==> src/design/qmc_sync_regs.vh <==
// register indices, field positions and reset values of the sync-select bank
// included by the bank's design file only; definitions, no logic
`ifndef QMC_SYNC_REGS_VH
`define QMC_SYNC_REGS_VH

// register indices; byte address is four times the index
`define IDX_FACTORY_RESERVED_A 8'h1c
`define IDX_FACTORY_RESERVED_B 8'h1d
`define IDX_CORRECTION_SYNC_SELECT 8'h1e
`define IDX_SOFT_SYNC_CONTROL 8'h1f
`define IDX_SHADOW_BASE 8'h40
`define IDX_ACTIVE_BASE 8'h44

// reset values
`define RST_FACTORY_RESERVED 16'h0000
`define RST_CORRECTION_SYNC_SELECT 16'h1111
`define RST_SOFT_SYNC_CONTROL 16'h0000
`define RST_DOUBLE_BUFFERED 16'h0000

// field tops inside the sync-select register
`define FLD_AB_OFFSET_TOP 15
`define FLD_CD_OFFSET_TOP 11
`define FLD_AB_CORRECTION_TOP 7
`define FLD_CD_CORRECTION_TOP 3

// bit positions inside one four-bit source field
`define SRC_SOFT 3
`define SRC_SYNC 2
`define SRC_STROBE 1
`define SRC_AUTO 0

// software sync bit inside the soft sync control register
`define BIT_SOFT_SYNC 1

// axi responses
`define RESP_OKAY 2'h0
`define RESP_SLVERR 2'h2

`endif

==> src/design/qmc_sync_source_select.v <==
// sync-source selection and double-buffered quadrature correction registers
// assumes one clock aclk, a synchronous low reset and an axi4-lite master;
// sync_input and output_strobe_input arrive synchronous to aclk
//
// The AXI4-Lite interface to the registers was left to the implementer.
`timescale 1ns/1ps
`include "qmc_sync_regs.vh"

// Summary of operation
// [RULE1] bits 15:12 pick sync sources for the ab offset registers
// [RULE2] bits 11:8 pick sync sources for the cd offset registers
// [RULE3] bits 7:4 pick sync sources for the ab correction registers
// [RULE4] bits 3:0 pick sync sources for the cd correction registers
// [RULE5] a one enables its source; any enabled source triggers the transfer
// [RULE6] the sync-select register resets to 0x1111, auto sync only
// [RULE7] both factory reserved registers reset to zero and should stay there; the code still accepts writes that change them
// [RULE8] software writes the soft sync bit to one, then back to zero
// [RULE9] writes land in a shadow copy, moved to active on an enabled sync
module qmc_sync_source_select (
    // clock and reset
    input wire aclk,
    input wire aresetn,
    // axi4-lite write address
    input wire awvalid,
    output wire awready,
    input wire [31:0] awaddr,
    input wire [2:0] awprot,
    // axi4-lite write data
    input wire wvalid,
    output wire wready,
    input wire [31:0] wdata,
    input wire [3:0] wstrb,
    // axi4-lite write response
    output reg bvalid,
    input wire bready,
    output reg [1:0] bresp,
    // axi4-lite read address
    input wire arvalid,
    output wire arready,
    input wire [31:0] araddr,
    input wire [2:0] arprot,
    // axi4-lite read data
    output reg rvalid,
    input wire rready,
    output reg [31:0] rdata,
    output reg [1:0] rresp,
    // sync event inputs
    input wire sync_input,
    input wire output_strobe_input,
    // active copies: ab offset, cd offset, ab correction, cd correction
    output wire [63:0] active_values
);

    // captured write address and data, each taken on its own
    reg aw_held;
    reg w_held;
    reg [7:0] aw_index;
    reg aw_aligned;
    reg [31:0] w_data;
    reg [3:0] w_strb;

    // registers
    reg [15:0] factory_reserved_a;
    reg [15:0] factory_reserved_b;
    reg [15:0] correction_sync_select;
    reg [15:0] soft_sync_control;
    reg soft_sync_prev;
    reg [15:0] shadow [0:3];
    reg [15:0] active [0:3];

    wire do_write;
    wire [15:0] merged_data;
    wire soft_sync_event;
    wire [3:0] group_write;
    wire write_hit;

    // a channel stalls once its half is held, until the response goes out
    assign awready = !aw_held && !bvalid;
    assign wready = !w_held && !bvalid;
    assign arready = !rvalid;
    assign do_write = aw_held && w_held && !bvalid;

    // only the low two byte lanes carry register bits
    assign merged_data = {w_strb[1] ? w_data[15:8] : 8'h00, w_strb[0] ? w_data[7:0] : 8'h00};

    // soft sync acts on the rising edge of its bit, so a held one fires once
    assign soft_sync_event = soft_sync_control[`BIT_SOFT_SYNC] && !soft_sync_prev; // [RULE8]

    // write address decode
    assign write_hit = aw_aligned && ((aw_index >= `IDX_FACTORY_RESERVED_A &&
        aw_index <= `IDX_SOFT_SYNC_CONTROL) ||
        (aw_index >= `IDX_SHADOW_BASE && aw_index < `IDX_SHADOW_BASE + 8'h04));

    // address and data capture
    always @(posedge aclk) begin
        if (!aresetn) begin
            aw_held <= 1'b0;
            w_held <= 1'b0;
            aw_index <= 8'h00;
            aw_aligned <= 1'b0;
            w_data <= 32'h00000000;
            w_strb <= 4'h0;
        end else begin
            if (awvalid && awready) begin
                aw_held <= 1'b1;
                aw_index <= awaddr[9:2];
                aw_aligned <= (awaddr[1:0] == 2'h0) && (awaddr[31:10] == 22'h000000);
            end else if (do_write) begin
                aw_held <= 1'b0;
            end
            if (wvalid && wready) begin
                w_held <= 1'b1;
                w_data <= wdata;
                w_strb <= wstrb;
            end else if (do_write) begin
                w_held <= 1'b0;
            end
        end
    end

    // write response; unmapped addresses answer slverr
    always @(posedge aclk) begin
        if (!aresetn) begin
            bvalid <= 1'b0;
            bresp <= `RESP_OKAY;
        end else if (do_write) begin
            bvalid <= 1'b1;
            bresp <= write_hit ? `RESP_OKAY : `RESP_SLVERR;
        end else if (bready) begin
            bvalid <= 1'b0;
        end
    end

    // plain control registers
    always @(posedge aclk) begin
        if (!aresetn) begin
            factory_reserved_a <= `RST_FACTORY_RESERVED; // [RULE7]
            factory_reserved_b <= `RST_FACTORY_RESERVED; // [RULE7]
            correction_sync_select <= `RST_CORRECTION_SYNC_SELECT; // [RULE6]
            soft_sync_control <= `RST_SOFT_SYNC_CONTROL;
            soft_sync_prev <= 1'b0;
        end else begin
            soft_sync_prev <= soft_sync_control[`BIT_SOFT_SYNC];
            if (do_write && aw_aligned) begin
                case (aw_index)
                    `IDX_FACTORY_RESERVED_A: factory_reserved_a <= merged_data;
                    `IDX_FACTORY_RESERVED_B: factory_reserved_b <= merged_data;
                    `IDX_CORRECTION_SYNC_SELECT: correction_sync_select <= merged_data;
                    `IDX_SOFT_SYNC_CONTROL: soft_sync_control <= merged_data;
                    default: soft_sync_control <= soft_sync_control;
                endcase
            end
        end
    end

    // one double-buffered group per field; group 0 uses bits 15:12
    genvar g;
    generate
        for (g = 0; g < 4; g = g + 1) begin : grp
            wire [3:0] sel;
            wire trigger;
            assign sel = correction_sync_select[15 - 4 * g -: 4]; // [RULE1] [RULE2] [RULE3] [RULE4]
            assign group_write[g] = do_write && aw_aligned &&
                (aw_index == `IDX_SHADOW_BASE + g);
            // any enabled source fires; several may be enabled at once
            assign trigger = (sel[`SRC_SOFT] && soft_sync_event) ||
                (sel[`SRC_SYNC] && sync_input) ||
                (sel[`SRC_STROBE] && output_strobe_input) ||
                (sel[`SRC_AUTO] && group_write[g]); // [RULE5]
            assign active_values[63 - 16 * g -: 16] = active[g];
            // auto sync takes the written word straight through, not the stale shadow
            always @(posedge aclk) begin
                if (!aresetn) begin
                    shadow[g] <= `RST_DOUBLE_BUFFERED;
                    active[g] <= `RST_DOUBLE_BUFFERED;
                end else begin
                    if (group_write[g]) begin
                        shadow[g] <= merged_data; // [RULE9]
                    end
                    if (trigger) begin
                        active[g] <= group_write[g] ? merged_data : shadow[g]; // [RULE9]
                    end
                end
            end
        end
    endgenerate

    // read channel; one cycle from the address to rvalid
    always @(posedge aclk) begin
        if (!aresetn) begin
            rvalid <= 1'b0;
            rdata <= 32'h00000000;
            rresp <= `RESP_OKAY;
        end else if (arvalid && arready) begin
            rvalid <= 1'b1;
            rresp <= `RESP_OKAY;
            rdata <= 32'h00000000;
            if (araddr[1:0] != 2'h0 || araddr[31:10] != 22'h000000) begin
                rresp <= `RESP_SLVERR;
            end else begin
                case (araddr[9:2])
                    `IDX_FACTORY_RESERVED_A: rdata <= {16'h0000, factory_reserved_a};
                    `IDX_FACTORY_RESERVED_B: rdata <= {16'h0000, factory_reserved_b};
                    `IDX_CORRECTION_SYNC_SELECT: rdata <= {16'h0000, correction_sync_select};
                    `IDX_SOFT_SYNC_CONTROL: rdata <= {16'h0000, soft_sync_control};
                    `IDX_SHADOW_BASE: rdata <= {16'h0000, shadow[0]};
                    `IDX_SHADOW_BASE + 8'h01: rdata <= {16'h0000, shadow[1]};
                    `IDX_SHADOW_BASE + 8'h02: rdata <= {16'h0000, shadow[2]};
                    `IDX_SHADOW_BASE + 8'h03: rdata <= {16'h0000, shadow[3]};
                    `IDX_ACTIVE_BASE: rdata <= {16'h0000, active[0]};
                    `IDX_ACTIVE_BASE + 8'h01: rdata <= {16'h0000, active[1]};
                    `IDX_ACTIVE_BASE + 8'h02: rdata <= {16'h0000, active[2]};
                    `IDX_ACTIVE_BASE + 8'h03: rdata <= {16'h0000, active[3]};
                    default: rresp <= `RESP_SLVERR;
                endcase
            end
        end else if (rready) begin
            rvalid <= 1'b0;
        end
    end

endmodule

==> config.mk <==
export PLATFORM = sky130hd
export DESIGN_NAME = qmc_sync_source_select
export DESIGN_NICKNAME = d
export VERILOG_FILES = /design/src/design/qmc_sync_source_select.v
export VERILOG_INCLUDE_DIRS = /design/src /design/src/design
export SDC_FILE = /design/constraint.sdc
export NUM_CORES = 1
export LEC_CHECK = 0
export BUFFER_PORTS_ARGS = -buffer_cell sky130_fd_sc_hd__buf_2
export CAP_MARGIN = 40
export CORE_ASPECT_RATIO = 0.75
export CORE_MARGIN = 1.5
export CORE_UTILIZATION = 50
export CTS_CLUSTER_SIZE = 10
export DETAILED_ROUTE_END_ITERATION = 16
export GPL_ROUTABILITY_DRIVEN = 0
export HOLD_SLACK_MARGIN = 0.05
export PLACE_DENSITY = 0.82
export SYNTH_ARGS = -nofsm -noshare
export SYNTH_HDL_FRONTEND = slang
export SYNTH_SLANG_ARGS = --single-unit
==> constraint.sdc <==
create_clock -name aclk -period 2.15 [get_ports aclk]
set_input_delay 0 -clock aclk [delete_from_list [all_inputs] [get_ports aclk]]
set_output_delay 0 -clock aclk [all_outputs]
set_load 0.005 [all_outputs]
==> impl_summary.log, run 1 <==
INFO  metric status = complete, no violations
INFO  metric synth_top_cells_by_count = sky130_fd_sc_hd__nor2_1, sky130_fd_sc_hd__a21oi_1, sky130_fd_sc_hd__edfxtp_1
INFO  metric drt-wirelength-per-cell = 20.7 µm
INFO  metric critical_path_arrival = 2.42 ns
INFO  metric finish.net_count = 1553
INFO  metric timing_hold_violations_final = 0
INFO  metric worst_path_max_delay_cell = sky130_fd_sc_hd__or2_2
INFO  metric slowest_delay = 0.44 ns
INFO  metric cp_data_required_time = 2.51 ns
INFO  metric drt_wl_total = 36300 µm
INFO  metric number_of_clock_sinks = 242
INFO  metric avgSynthCellArea = 9.51 µm²
INFO  metric yosys.cell_types.count = 57
INFO  metric synth_top_cell_by_area = sky130_fd_sc_hd__edfxtp_1
INFO  metric chipWidth = 178 µm
INFO  metric synth_seq_cells = 242
INFO  metric antenna_cells_inserted = 0
INFO  metric clk_pin_slew_worst_paths = 0.06 ns
INFO  metric type_of_the_tightest_min_delay_check = in -> reg
INFO  metric die_area = 23900 µm²
INFO  metric number_of_synthesized_flops_with_an_enable_pin = 128
INFO  metric vias = 10500
INFO  metric worstSetupStartpointType = register
INFO  metric postSynth.asyncResetShare = 0
INFO  metric multi_input_area = 4860 µm²
INFO  metric drt.antenna.violating_nets = 0
INFO  metric detailedPlacementHpwl = 25100 µm
INFO  metric insertion_delay = 0.54 ns
INFO  metric area_delta_synth_final = 23.1%
INFO  metric portBuffers = 177
INFO  metric die_h = 134 µm
INFO  metric grt_max_degree = 48
INFO  metric vdd.ir_drop.worst = 0.000474 V
INFO  metric report.final.setup_viol = 0
INFO  metric start_util = 0.516
INFO  metric tritoncts = yes
INFO  metric post-place-ws = 0.0596 ns
INFO  metric cell_area_after_layout = 14200 µm²
INFO  metric time_the_worst_path_needs_with_i_o_delays_and_setup = 2.05 ns
INFO  metric post-route-util = 0.635
INFO  metric final.setup_skew = 0.0126 ns
INFO  metric most_used_flip_flop_cell_after_synthesis = sky130_fd_sc_hd__edfxtp_1
INFO  metric detail_route.first_pass.iterations = 6
INFO  metric core-area = 22300 µm²
INFO  metric reg2reg_slack = 0.1 ns
INFO  metric post-route-worst-setup-slack = 0.0963 ns
INFO  metric yosysSeqAreaShare = 0.533
INFO  metric drt_drc_violations_left = 0
INFO  metric timing.max_slew.rel_slack = 0.550
INFO  metric seqCellArea = 6130 µm²
INFO  metric cts_max_level = 1
INFO  metric dpl-instance-area = 12800 µm²
INFO  metric drt_first_iter_violations = 1382
INFO  metric clock.fmax = 487 MHz
INFO  metric timing.final.max_slew_violations = 0
INFO  metric track_usage = 0.300
INFO  metric grt_pass1_wl = 54000 µm
INFO  metric crit_path_cell_trace = and4b_2, nand4_2, buf_4, or2_2, nor2_1
INFO  metric synth.most_common_cell = sky130_fd_sc_hd__nor2_1
INFO  metric antenna_found_initial = 0
INFO  metric first_global_vias = 9541
INFO  metric site_row_count = 47
INFO  metric worst_slew_pin_slew = 0.673 ns
INFO  metric critPathKind = reg -> reg
INFO  metric drv_cap = 0
INFO  metric cts_buffers = 28
INFO  metric synthesis.instances = 1209
INFO  metric end_kind = register
INFO  metric ioPinCount = 220
INFO  metric cell_area_power_density = 727 nW/µm²
INFO  metric viasPerCell = 5.97
INFO  metric clk_path_buf_depth = 3
INFO  metric worst-path-max-fanout = 34
INFO  metric fraction_of_layout_instances_using_a_drive_strength_above_1 = 0.214
INFO  metric fin_crit_sh = 0.955
INFO  metric grt_setup_unrepaired = no
INFO  metric power.static_leakage = 5.38 nW
INFO  metric synth.yosys.warnings = 0
INFO  metric cts_root_buffer = sky130_fd_sc_hd__clkbuf_16
INFO  metric grt_overflow = 0
INFO  metric synthDominantCellAreaShare = 0.334
INFO  metric syn_area = 11500 µm²
INFO  metric post_synth_main_area_contributors = sky130_fd_sc_hd__edfxtp_1, sky130_fd_sc_hd__dfxtp_1, sky130_fd_sc_hd__nor2_1
INFO  metric setup_tns = 0 ns
INFO  metric fillCellCount = 1760
[per-layer routing]
| metal | GRT usage | vias up | share of wire |
|---|---|---|---|
| li1 | - | 4662 | - |
| met4 | 0.139 | 0 | 0.047 |
| met2 | 0.450 | 744 | 0.44 |
| met3 | 0.0660 | 128 | 0.14 |
| met5 | 0 | - | 0 |
| met1 | 0.413 | 4916 | 0.38 |
[layout by cell type, fill, tap and decap left out, types with 16 or more instances in the layout]
cell	n
sky130_fd_sc_hd__clkbuf_16	29
sky130_fd_sc_hd__and2_1	30
sky130_fd_sc_hd__edfxtp_1	128
sky130_fd_sc_hd__buf_4	54
sky130_fd_sc_hd__o21ai_0	28
sky130_fd_sc_hd__dlygate4sd3_1	52
sky130_fd_sc_hd__mux2i_1	55
sky130_fd_sc_hd__nand2_1	117
sky130_fd_sc_hd__clkbuf_1	18
sky130_fd_sc_hd__dfxtp_1	114
sky130_fd_sc_hd__mux4_2	17
sky130_fd_sc_hd__conb_1	18
sky130_fd_sc_hd__nand3_1	16
sky130_fd_sc_hd__a21oi_1	148
sky130_fd_sc_hd__nor2_1	288
sky130_fd_sc_hd__buf_2	177
[cell type report]
class,instances,share of cell area
Timing Repair Buffer,289,0.136
Tap cell,294,0.0260
Clock buffer,48,0.0570
Inverter,10,0.00265
Clock inverter,1,0.00212
Sequential cell,242,0.433
Multi-Input combinational cell,867,0.343
[final timing paths]
path,start,end,cells after the start
min reg2reg,rdata[7],rdata[7],2
max,bvalid,shadow[1][12],5
min,araddr[13],rdata[0],6
max reg2reg,bvalid,shadow[1][12],5
[critical path, delay by kind of cell, from the launching register on]
| family | cells | cell delay (ns) |
|---|---|---|
| DFF | 1 | 0.36 |
| buffers and inverters | 1 | 0.28 |
| and+or+nand+nor | 4 | 1.22 |
[power by group]
group	switching, W	leakage (nW)	total, W	internal [W]
logic	0.000458	2.74	0.000799	0.000340
registers	0.000105	2.24	0.00509	0.00498
clock network	0.00178	0.400	0.00441	0.00263
total	0.00234	5.38	0.0103	0.00795
[stage by stage]
| stage | hold WS [ns] | instances | total power [W] |
|---|---|---|---|
| floorplan | 0.136 | 1226 | 0.00555 |
| global placement | 0.245 | 1649 | 0.00585 |
| detailed placement | 0.249 | 1649 | 0.00587 |
| CTS | 0.0731 | 1749 | 0.0103 |
| global route | 0.117 | 1751 | 0.0106 |
| finish | 0.0745 | 1751 | 0.0103 |
[flip-flops by register name, summed over array words and instances (netlist names), 2 cells and up]
name and count:
shadow 64, active 64, rdata 16, soft_sync_control 16, factory_reserved_a 16, w_data 16
factory_reserved_b 16, aw_index 8, w_strb 2, correction_sync_select 16
[timing repair]
item,4_1_cts,5_1_grt
buffers inserted,0,1
hold buffers,51,1
endpoints found under the setup margin,0,28
gates resized for setup,0,3
endpoints found under the hold margin,60,3
[cells by family (layout without fill, tap and decap cells)]
kind of cell / count (synthesis) / after routing / share of synthesized area
mux: 78 / 78 / 0.0871
other cells: 1 / 18 / 0.000326
compound gates: 245 / 245 / 0.125
flops: 242 / 242 / 0.533
simple gates: 526 / 526 / 0.204
buf+inv: 117 / 348 / 0.0511
(Power assumes the default switching activity.)
==> inputs of run 2 (changes only) <==
--- a/config.mk
+++ b/config.mk
@@ -11,6 +11,7 @@
 export CORE_ASPECT_RATIO = 0.75
 export CORE_MARGIN = 1.5
 export CORE_UTILIZATION = 50
+export CTS_BUF_LIST = sky130_fd_sc_hd__clkbuf_4 sky130_fd_sc_hd__clkbuf_8
 export CTS_CLUSTER_SIZE = 10
 export DETAILED_ROUTE_END_ITERATION = 16
 export GPL_ROUTABILITY_DRIVEN = 0
@@ -19,3 +20,4 @@
 export SYNTH_ARGS = -nofsm -noshare
 export SYNTH_HDL_FRONTEND = slang
 export SYNTH_SLANG_ARGS = --single-unit
+export TNS_END_PERCENT = 1
==> run 2 against run 1 <==
Core utilization shrank 0.11 points. Largest power group unchanged. Worst setup slack got worse by 0.018 ns. Fmax is 0.87% lower. Combinational power hardly changed. Highest routed layer is now met5. Clock skew increased by 0.0083 ns.
==> impl_summary.log, run 2 (same netlist as run 1, synthesis figures left out) <==
INFO  metric largestRegisters = active x64, shadow x64
INFO  metric timing.max_slew.rel_slack = 0.545
INFO  metric detail_route.first_pass.iterations = 6
INFO  metric cts_buffers = 38
INFO  metric cell_area_power_density = 716 nW/µm²
INFO  metric drt-wirelength-per-cell = 20.8 µm
INFO  metric drt.antenna.violating_nets = 0
INFO  metric report.power.total = 0.0101 W
INFO  metric vdd.ir_drop.worst = 0.000506 V
INFO  metric clock.fmax = 483 MHz
INFO  metric timing.final.max_slew_violations = 0
INFO  metric worstSetupStartpointType = register
INFO  metric tritoncts = yes
INFO  metric fin_crit_sh = 0.964
INFO  metric finish.net_count = 1562
INFO  metric post-place-ws = 0.0596 ns
INFO  metric grt_setup_unrepaired = no
INFO  metric timing_hold_violations_final = 0
INFO  metric most_common_cell_after_layout_fill_and_taps_aside = sky130_fd_sc_hd__nor2_1
INFO  metric portBuffers = 177
INFO  metric detailedPlacementHpwl = 25100 µm
INFO  metric report.final.setup_viol = 0
INFO  metric worst_hold_path.endpoint = rdata[0]
INFO  metric critical_path_arrival = 2.46 ns
INFO  metric setup_tns = 0 ns
INFO  metric startpoint_of_the_lowest_slack_hold_path = araddr[13]
INFO  metric rr_worst_depth = 6
INFO  metric clk_path_buf_depth = 3
INFO  metric area_delta_synth_final = 22.9%
INFO  metric vias = 10600
INFO  metric start_util = 0.516
INFO  metric fraction_of_layout_instances_using_a_drive_strength_above_1 = 0.231
INFO  metric number_of_clock_sinks = 242
INFO  metric final.setup_skew = 0.0209 ns
INFO  metric cts_root_buffer = sky130_fd_sc_hd__clkbuf_8
INFO  metric first_global_vias = 9748
INFO  metric track_usage = 0.302
INFO  metric ioPinCount = 220
INFO  metric viasPerCell = 6.01
INFO  metric worst_slew_pin_slew = 0.680 ns
INFO  metric post-route-worst-setup-slack = 0.0783 ns
INFO  metric core-area = 22300 µm²
INFO  metric worst-path-max-fanout = 9
INFO  metric grt_pass1_wl = 54600 µm
INFO  metric drt_first_iter_violations = 1481
INFO  metric drt_wl_total = 36700 µm
INFO  metric layout.cells.most_common_list = sky130_fd_sc_hd__nor2_1, sky130_fd_sc_hd__buf_2, sky130_fd_sc_hd__a21oi_1
INFO  metric critical_register_to_register_path_startpoint = aw_index[2]
INFO  metric antenna_found_initial = 0
INFO  metric end_kind = register
INFO  metric chipWidth = 178 µm
INFO  metric whs_path_depth = 6
INFO  metric type_of_the_tightest_min_delay_check = in -> reg
INFO  metric grt_max_degree = 48
INFO  metric worstSetupStartpoint = aw_index[2]
INFO  metric clk_pin_slew_worst_paths = 0.06 ns
INFO  metric insertion_delay = 0.53 ns
INFO  metric grt_overflow = 0
INFO  metric reg2reg_slack = 0.08 ns
INFO  metric die_h = 134 µm
INFO  metric worstReg2RegEnd = active[3][13]
INFO  metric drv_cap = 0
INFO  metric drt_drc_violations_left = 0
INFO  metric site_row_count = 47
INFO  metric critPathKind = reg -> reg
INFO  metric power.static_leakage = 5.40 nW
INFO  metric status = complete, no violations
INFO  metric fillCellCount = 1793
INFO  metric cts_max_level = 2
INFO  metric cp_data_required_time = 2.54 ns
INFO  metric time_the_worst_path_needs_with_i_o_delays_and_setup = 2.07 ns
INFO  metric die_area = 23900 µm²
run 2: worst max path at each step:
| stage | end | slack, ns |
|---|---|---|
| detailed placement | shadow[1][12] | 0.06 |
| finish | active[3][13] | 0.08 |
| global route | active[3][13] | 0.002 |
| global placement | shadow[1][7] | 0.14 |
| CTS | shadow[1][12] | 0.05 |
| floorplan | shadow[0][0] | 0.18 |
run 2: cell type report:
| type | count | area (µm²) | share of cell area |
|---|---|---|---|
| sequential | 242 | 6130 | 0.433 |
| multi-input combinational | 867 | 4860 | 0.344 |
| timing repair buffer | 288 | 1920 | 0.136 |
| clock buffer | 56 | 721 | 0.0510 |
| tap | 294 | 368 | 0.0260 |
| clock inverter | 9 | 91.3 | 0.00646 |
| inverter | 10 | 37.5 | 0.00266 |
| antenna | 1 | 2.50 | 0.000177 |
run 2: what timing repair did:
action / in CTS / in global routing
setup endpoints to repair: 0 / 26
hold buffers: 51 / 1
buffers inserted: 0 / 0
endpoints found under the hold margin: 60 / 1
resized for setup: 0 / 5
run 2: worst max-delay path, stage by stage (launching register included):
cell and delay, ns:
sky130_fd_sc_hd__dfxtp_1 0.34, sky130_fd_sc_hd__nor4b_4 0.47, sky130_fd_sc_hd__nand4_2 0.31, sky130_fd_sc_hd__o21a_1 0.30
sky130_fd_sc_hd__nand2b_1 0.18, sky130_fd_sc_hd__buf_4 0.20, sky130_fd_sc_hd__nor2_1 0.12
run 2: report_power, final:
group	total, W	internal, W	switching [W]
sequential	0.00508	0.00498	0.000105
combinational	0.000799	0.000339	0.000460
clock	0.00423	0.00238	0.00186
total	0.0101	0.00769	0.00242
run 2: metrics by stage:
| step | util | hold WS (ns) | cell area [µm²] | cells |
|---|---|---|---|---|
| 6_report | 0.634 | 0.0866 | 14100 | 1767 |
| 3_3_place_gp | 0.574 | 0.245 | 12800 | 1649 |
| 2_1_floorplan | - | 0.136 | 11600 | 1226 |
| 4_1_cts | 0.633 | 0.0792 | 14100 | 1765 |
| 3_5_place_dp | 0.574 | 0.249 | 12800 | 1649 |
| 5_1_grt | 0.634 | 0.112 | 14100 | 1766 |
run 2: routing by layer:
metal / part of all wire / up-vias / track usage
li1: - / 4689 / -
met1: 0.38 / 4973 / 0.412
met2: 0.44 / 803 / 0.453
met3: 0.14 / 146 / 0.0768
met4: 0.047 / 2 / 0.140
met5: 0.0011 / - / 0
